$ cat config.mk
export PLATFORM = sky130hd
export DESIGN_NAME = sxa_alu
export DESIGN_NICKNAME = d
export VERILOG_FILES = /design/src/rtl/sxa_pkg.sv /design/src/rtl/sxa_alu.sv /design/src/rtl/sxa_arith.sv
export SDC_FILE = /design/constraint.sdc
export NUM_CORES = 1
export LEC_CHECK = 0
export ABC_AREA = 1
export BUFFER_PORTS_ARGS = -buffer_cell sky130_fd_sc_hd__buf_4
export CAP_MARGIN = 20
export CORE_AREA = 4 4 78 80
export DETAILED_ROUTE_END_ITERATION = 8
export DIE_AREA = 0 0 82 84
export PLACE_DENSITY = 0.65
export REMOVE_ABC_BUFFERS = 1
export SLEW_MARGIN = 5
export SYNTH_ARGS = -nofsm -noshare
export SYNTH_HDL_FRONTEND = slang
export SYNTH_SLANG_ARGS = --single-unit
$ cat constraint.sdc
create_clock -name mclk -period 4.11 [get_ports mclk]
set_input_delay 0.2055 -clock mclk [delete_from_list [all_inputs] [get_ports mclk]]
set_output_delay 0.2055 -clock mclk [all_outputs]
set_load 0.01 [all_outputs]
$ cat src/rtl/sxa_pkg.sv
/*
 Package for the subtract/xor/swap execution datapath: operation codes,
 flag layout, widths and reset values.
 Assumes the core decodes instructions and provides the operands itself.
*/
package sxa_pkg;

   localparam int DATA_W = 8;
   localparam int ADDR_W = 7;

   // Operation select, Gray coded along the listed order
   typedef enum logic [2:0]
   {
      SXA_OP_NONE = 3'h0,
      SXA_OP_SUB_LIT = 3'h1,
      SXA_OP_XOR_LIT = 3'h3,
      SXA_OP_SUB_REG = 3'h2,
      SXA_OP_XOR_REG = 3'h6,
      SXA_OP_SWAP_REG = 3'h7
   } sxa_op_e;

   // Status flag positions within the 3-bit flag vector
   localparam int FLAG_BORROW = 2;
   localparam int FLAG_HALF = 1;
   localparam int FLAG_ZERO = 0;

   localparam logic [2:0] FLAGS_RESET = 3'h0;
   localparam logic [7:0] ACC_RESET = 8'h00;
   localparam logic DEST_ACC = 1'h0;
   localparam logic DEST_REG = 1'h1;

   // One issued operation
   typedef struct packed
   {
      sxa_op_e op;
      logic [7:0] literal;
      logic [7:0] reg_value;
      logic [6:0] reg_index;
      logic dest;
   } sxa_req_s;

   // Register write-back towards the file
   typedef struct packed
   {
      logic wr;
      logic [6:0] index;
      logic [7:0] data;
   } sxa_wb_s;

   typedef struct packed
   {
      logic borrow_out;
      logic half_borrow_bit;
      logic zero;
   } sxa_flags_s;

endpackage : sxa_pkg

$ cat src/rtl/sxa_alu.sv
/*
 Execution datapath for five byte operations of an 8-bit core:
 subtract and xor with literal or file register, and nibble swap.
 Assumes one request per cycle from the decoder, which also fetches the
 addressed register value in the same cycle as the request strobe.
 Refused operation codes leave the accumulator and flags unchanged and raise no write-back or completion pulse.
*/
`timescale 1ns/100ps
module sxa_alu
(
   // Clock and reset
   input wire logic mclk,
   input wire logic rst,
   // Request from decode
   input wire logic req_valid,
   input wire sxa_pkg::sxa_req_s req,
   // Accumulator and flags
   output logic [7:0] acc_q,
   output sxa_pkg::sxa_flags_s flags_q,
   // File register write-back
   output sxa_pkg::sxa_wb_s wb_q,
   // Completion pulse
   output logic done_q
);

   ////////////////////////////////////////////////////////////////////////
   // Result unit

   logic [7:0] result;
   sxa_pkg::sxa_flags_s cand;

   sxa_arith u_arith
   (
      .op(req.op),
      .acc(acc_q),
      .literal(req.literal),
      .reg_value(req.reg_value),
      .result(result),
      .flags(cand)
   );

   ////////////////////////////////////////////////////////////////////////
   // Decode helpers

   // Unknown codes are dropped so no state moves on a decode fault
   function automatic logic op_known(input sxa_pkg::sxa_op_e op);
      case (op)
         sxa_pkg::SXA_OP_SUB_LIT,
         sxa_pkg::SXA_OP_XOR_LIT,
         sxa_pkg::SXA_OP_SUB_REG,
         sxa_pkg::SXA_OP_XOR_REG,
         sxa_pkg::SXA_OP_SWAP_REG: op_known = 1'b1;
         default: op_known = 1'b0;
      endcase
   endfunction : op_known

   // Literal forms always land in the accumulator
   function automatic logic op_literal(input sxa_pkg::sxa_op_e op);
      case (op)
         sxa_pkg::SXA_OP_SUB_LIT,
         sxa_pkg::SXA_OP_XOR_LIT: op_literal = 1'b1;
         default: op_literal = 1'b0;
      endcase
   endfunction : op_literal

   function automatic logic op_subtract(input sxa_pkg::sxa_op_e op);
      case (op)
         sxa_pkg::SXA_OP_SUB_LIT,
         sxa_pkg::SXA_OP_SUB_REG: op_subtract = 1'b1;
         default: op_subtract = 1'b0;
      endcase
   endfunction : op_subtract

   // Swap is the only taken operation that leaves the zero flag alone
   function automatic logic op_sets_zero(input sxa_pkg::sxa_op_e op);
      case (op)
         sxa_pkg::SXA_OP_SUB_LIT,
         sxa_pkg::SXA_OP_XOR_LIT,
         sxa_pkg::SXA_OP_SUB_REG,
         sxa_pkg::SXA_OP_XOR_REG: op_sets_zero = 1'b1;
         default: op_sets_zero = 1'b0;
      endcase
   endfunction : op_sets_zero

   ////////////////////////////////////////////////////////////////////////
   // Request decode

   logic take;
   logic to_acc;
   logic to_reg;
   logic is_sub;
   logic sets_zero;

   // Target bit only matters for the file-register forms
   always_comb
   begin
      take = req_valid && op_known(req.op);
      to_acc = take && (op_literal(req.op) || req.dest == sxa_pkg::DEST_ACC);
      to_reg = take && !op_literal(req.op) && req.dest == sxa_pkg::DEST_REG;
      is_sub = take && op_subtract(req.op);
      sets_zero = take && op_sets_zero(req.op);
   end

   ////////////////////////////////////////////////////////////////////////
   // Accumulator

   logic [7:0] acc_d;

   always_comb
   begin
      acc_d = acc_q;
      if (to_acc)
      begin
         acc_d = result;
      end
   end

   always_ff @(posedge mclk or posedge rst)
   begin
      if (rst)
      begin
         acc_q <= sxa_pkg::ACC_RESET;
      end
      else
      begin
         acc_q <= acc_d;
      end
   end

   ////////////////////////////////////////////////////////////////////////
   // Status flags

   sxa_pkg::sxa_flags_s flags_d;

   always_comb
   begin
      flags_d = flags_q;
      if (sets_zero)
      begin
         flags_d.zero = cand.zero;
      end
      // Xor and swap keep borrow and half-borrow from the last subtract
      if (is_sub)
      begin
         flags_d.borrow_out = cand.borrow_out;
         flags_d.half_borrow_bit = cand.half_borrow_bit;
      end
   end

   always_ff @(posedge mclk or posedge rst)
   begin
      if (rst)
      begin
         flags_q <= sxa_pkg::FLAGS_RESET;
      end
      else
      begin
         flags_q <= flags_d;
      end
   end

   ////////////////////////////////////////////////////////////////////////
   // File register write-back

   sxa_pkg::sxa_wb_s wb_d;

   // Pulse lasts one cycle; the file must take it then, there is no retry
   always_comb
   begin
      wb_d = '0;
      if (to_reg)
      begin
         wb_d.wr = 1'b1;
         wb_d.index = req.reg_index;
         wb_d.data = result;
      end
   end

   always_ff @(posedge mclk or posedge rst)
   begin
      if (rst)
      begin
         wb_q <= '0;
      end
      else
      begin
         wb_q <= wb_d;
      end
   end

   ////////////////////////////////////////////////////////////////////////
   // Completion

   logic done_d;

   // One pulse per taken operation, none for refused codes
   always_comb
   begin
      done_d = take;
   end

   always_ff @(posedge mclk or posedge rst)
   begin
      if (rst)
      begin
         done_q <= 1'b0;
      end
      else
      begin
         done_q <= done_d;
      end
   end

endmodule : sxa_alu

$ cat src/rtl/sxa_arith.sv
/*
 Combinational result unit: computes result and flag candidates.
 Assumes the caller registers every output and picks which flags apply.
*/
`timescale 1ns/100ps
module sxa_arith
(
   // Operation
   input wire sxa_pkg::sxa_op_e op,
   input wire logic [7:0] acc,
   input wire logic [7:0] literal,
   input wire logic [7:0] reg_value,
   // Result
   output logic [7:0] result,
   output sxa_pkg::sxa_flags_s flags
);

   // Minuend minus accumulator; carry out is not-borrow
   function automatic logic [8:0] sub9(input logic [7:0] a, input logic [7:0] b);
      sub9 = {1'b0, a} + {1'b0, ~b} + 9'h001;
   endfunction : sub9

   function automatic logic [4:0] sub5(input logic [3:0] a, input logic [3:0] b);
      sub5 = {1'b0, a} + {1'b0, ~b} + 5'h01;
   endfunction : sub5

   logic [7:0] minuend;
   logic [8:0] diff;
   logic [4:0] low_diff;

   always_comb
   begin
      minuend = (op == sxa_pkg::SXA_OP_SUB_LIT) ? literal : reg_value;
      diff = sub9(minuend, acc);
      low_diff = sub5(minuend[3:0], acc[3:0]);
      case (op)
         sxa_pkg::SXA_OP_SUB_LIT,
         sxa_pkg::SXA_OP_SUB_REG: result = diff[7:0];
         sxa_pkg::SXA_OP_XOR_LIT: result = acc ^ literal;
         sxa_pkg::SXA_OP_XOR_REG: result = acc ^ reg_value;
         sxa_pkg::SXA_OP_SWAP_REG: result = {reg_value[3:0], reg_value[7:4]};
         default: result = acc;
      endcase
      flags.zero = (result == 8'h00);
      flags.borrow_out = diff[8];
      flags.half_borrow_bit = low_diff[4];
   end

endmodule : sxa_arith

==> metrics <==
status=finished clean; Mean Syn Cell Area=6.94 um^2; CP required=~4.3 ns; final hold violation count=0; grt ovf=0; antenna violations before repair=0; DRT Wirelength=5620 um; Seq/Total Area, Yosys=0.350; synthesized area=0.00200 mm^2; DRC violation count after routing=0; Clock Path Buffers=2; Synth warnings=0; distinct cell type count after synthesis=27; vias in the first global route=2003; register-to-register setup slack=1.95 ns; TritonCTS clock tree=done; worst r2r src=acc_q[0]; worst-margin pin slew=0.627 ns; Clock Latency Late Sink=0.28 ns; Worst Path Max Fanout=12; die width=82 um; aggregate global-route resource usage=0.172; number of H-tree levels=1; number of max-cap violations=0; worst min path class=in2async; Routed Antenna Nets=0; Startpoint Class=input pin; full die area=0.00689 mm^2; critical path class=in2reg; largest net degree at the start of global routing=29; Critical Path Sink Type=register; Final Hold Slack=0.00389 ns; antenna diode count=0; CTS Buf Count=3; Post-CTS Resized=0; Clk pin slew, worst setup/hold paths=0.10 ns; fraction of layout cells with a size suffix above 1=0.235; Setup-failing EPs final=0; arrival time at the worst endpoint=about 2.8 ns; vias per cell=4.93; Post-DP HPWL=4460 um; CTS root buf=clkbuf_8; Rel. slew slack=0.581; Synth top area share=0.350; number of cell rows=27; peak supply drop=between 0.00015 and 0.0002 V; Max Clk Rate=382 MHz; Cells after Synth=288; CTS Sinks=28; Yosys reg bits=28; Final Skew=0.00660 ns; cells on worst reg2reg path=13; top post-synthesis cells by area=dfrtp_1 35%, nand2_1 15%, nand3_1 8.3%; Area Growth Syn to Fin=27.8%; Power Density=370 mW/mm^2; reg2reg end=flags_q[0]; min Tclk post-route=2.62 ns; Setup TNS=0 ns; postcts setup bufs=0; RSZ-0062 raised after global routing=false; Wirelength per Cell=13.5 um; I/O pin total=58; post-route clock period utilization=0.637; Static Leak=1.42 nW; starting density of the core=0.370; drt initial violations=173; RePlAce Congestion=0.909; Worst Slack Setup Final=1.49 ns; 1st-pass router iterations=4; first-pass GRT wire length=9450 um; max-slew violation count=0; # port buffers=57; cts hold-fix bufs=0; Die Ht=84 um; Core ar.=0.00541 mm^2; Nets=roughly 390; post-placement setup slack=1.24 ns; Synth area leader=dfrtp_1; vias post-DR=2056
[registers in the layout (all words and copies together), names as in the netlist]
signal,count
done_q,1
wb_q,16
acc_q,8
flags_q,3
[Yosys cell counts (all sizes together)]
library cell,instances
nand3b,3
fa,1
nor3,2
nor2,30
xnor2,1
mux2,4
a21oi,14
mux2i,1
buf,5
a31oi,4
nand3,34
nand4,8
o21ai,14
inv,48
ha,9
or2,1
nand2,81
dfrtp,28
[power breakdown]
part           internal [mW]  total, mW  switching (mW)
combinational          0.179      0.428           0.249
clock                 0.0858      0.175          0.0889
sequential             0.310      0.343          0.0329
[final cells by class]
cell class | count | area, um^2
multi-input combinational | 207 | 1090
fill | 553 | 2850
inverter | 48 | 180
timing repair buffer | 58 | 443
tap | 72 | 90.1
sequential | 28 | 701
clock buffer | 4 | 55.1
[per-stage QoR]
step / utilization / total power [mW] / instances / area (um^2)
final: 0.473 / 0.946 / 417 / 2550
after global routing: 0.473 / 1.04 / 417 / 2550
after CTS: 0.470 / 0.948 / 416 / 2540
after detailed placement: 0.460 / 0.774 / 412 / 2480
after global placement: 0.460 / 0.771 / 412 / 2480
after floorplan: - / 0.619 / 283 / 1970
[layer usage]
layer  up-vias  global-route usage  share of wire
li1       1039                   -              -
met1       928               0.238           0.44
met2        83               0.283           0.47
met3         6              0.0184          0.086
met4         0              0.0438          0.011
met5         -                   0              0
[critical path, cell delays in order]
cell,delay [ns]
buf_4,0.12
inv_2,0.20
nor2_4,0.06
nand2_1,0.38
mux2i_1,0.23
ha_1,0.24
fa_1,0.40
inv_1,0.09
nand2_1,0.05
nand2_1,0.07
nand3_1,0.07
nand3_1,0.13
nand3_1,0.09
nand2_1,0.10
nand2_1,0.06
nor2_1,0.17
nand3_1,0.10
nand2_1,0.06
[how the worst max path moves through the flow]
stage | end | cells after the start | slack, ns | start
final | flags_q[0] | 18 | 1.49 | req[24]
after global routing | flags_q[0] | 18 | 1.27 | req[24]
after global placement | flags_q[0] | 18 | 1.31 | req[24]
after floorplan | flags_q[0] | 14 | 1.72 | req[24]
after detailed placement | flags_q[0] | 18 | 1.24 | req[24]
after CTS | flags_q[0] | 18 | 1.52 | req[24]
[cells by family after synthesis]
family	Yosys count	share of synthesized area
compound gates	32	0.0920
xor+xnor	1	0.00438
fa+ha+maj	10	0.0663
buf+inv	53	0.106
flops	28	0.350
mux	5	0.0275
simple gates	159	0.353
[layout by cell type (no fill, tap or decap), drive strengths merged]
cell type,n
nand2,81
nor2,30
nand3b,3
buf,58
fa,1
inv,48
xnor2,1
nand4,8
nand3,34
or2,1
dfrtp,28
a21oi,14
o21ai,14
nor3,2
ha,9
mux2,4
mux2i,1
a31oi,4
clkbuf,4
(Power assumes the default switching activity.)
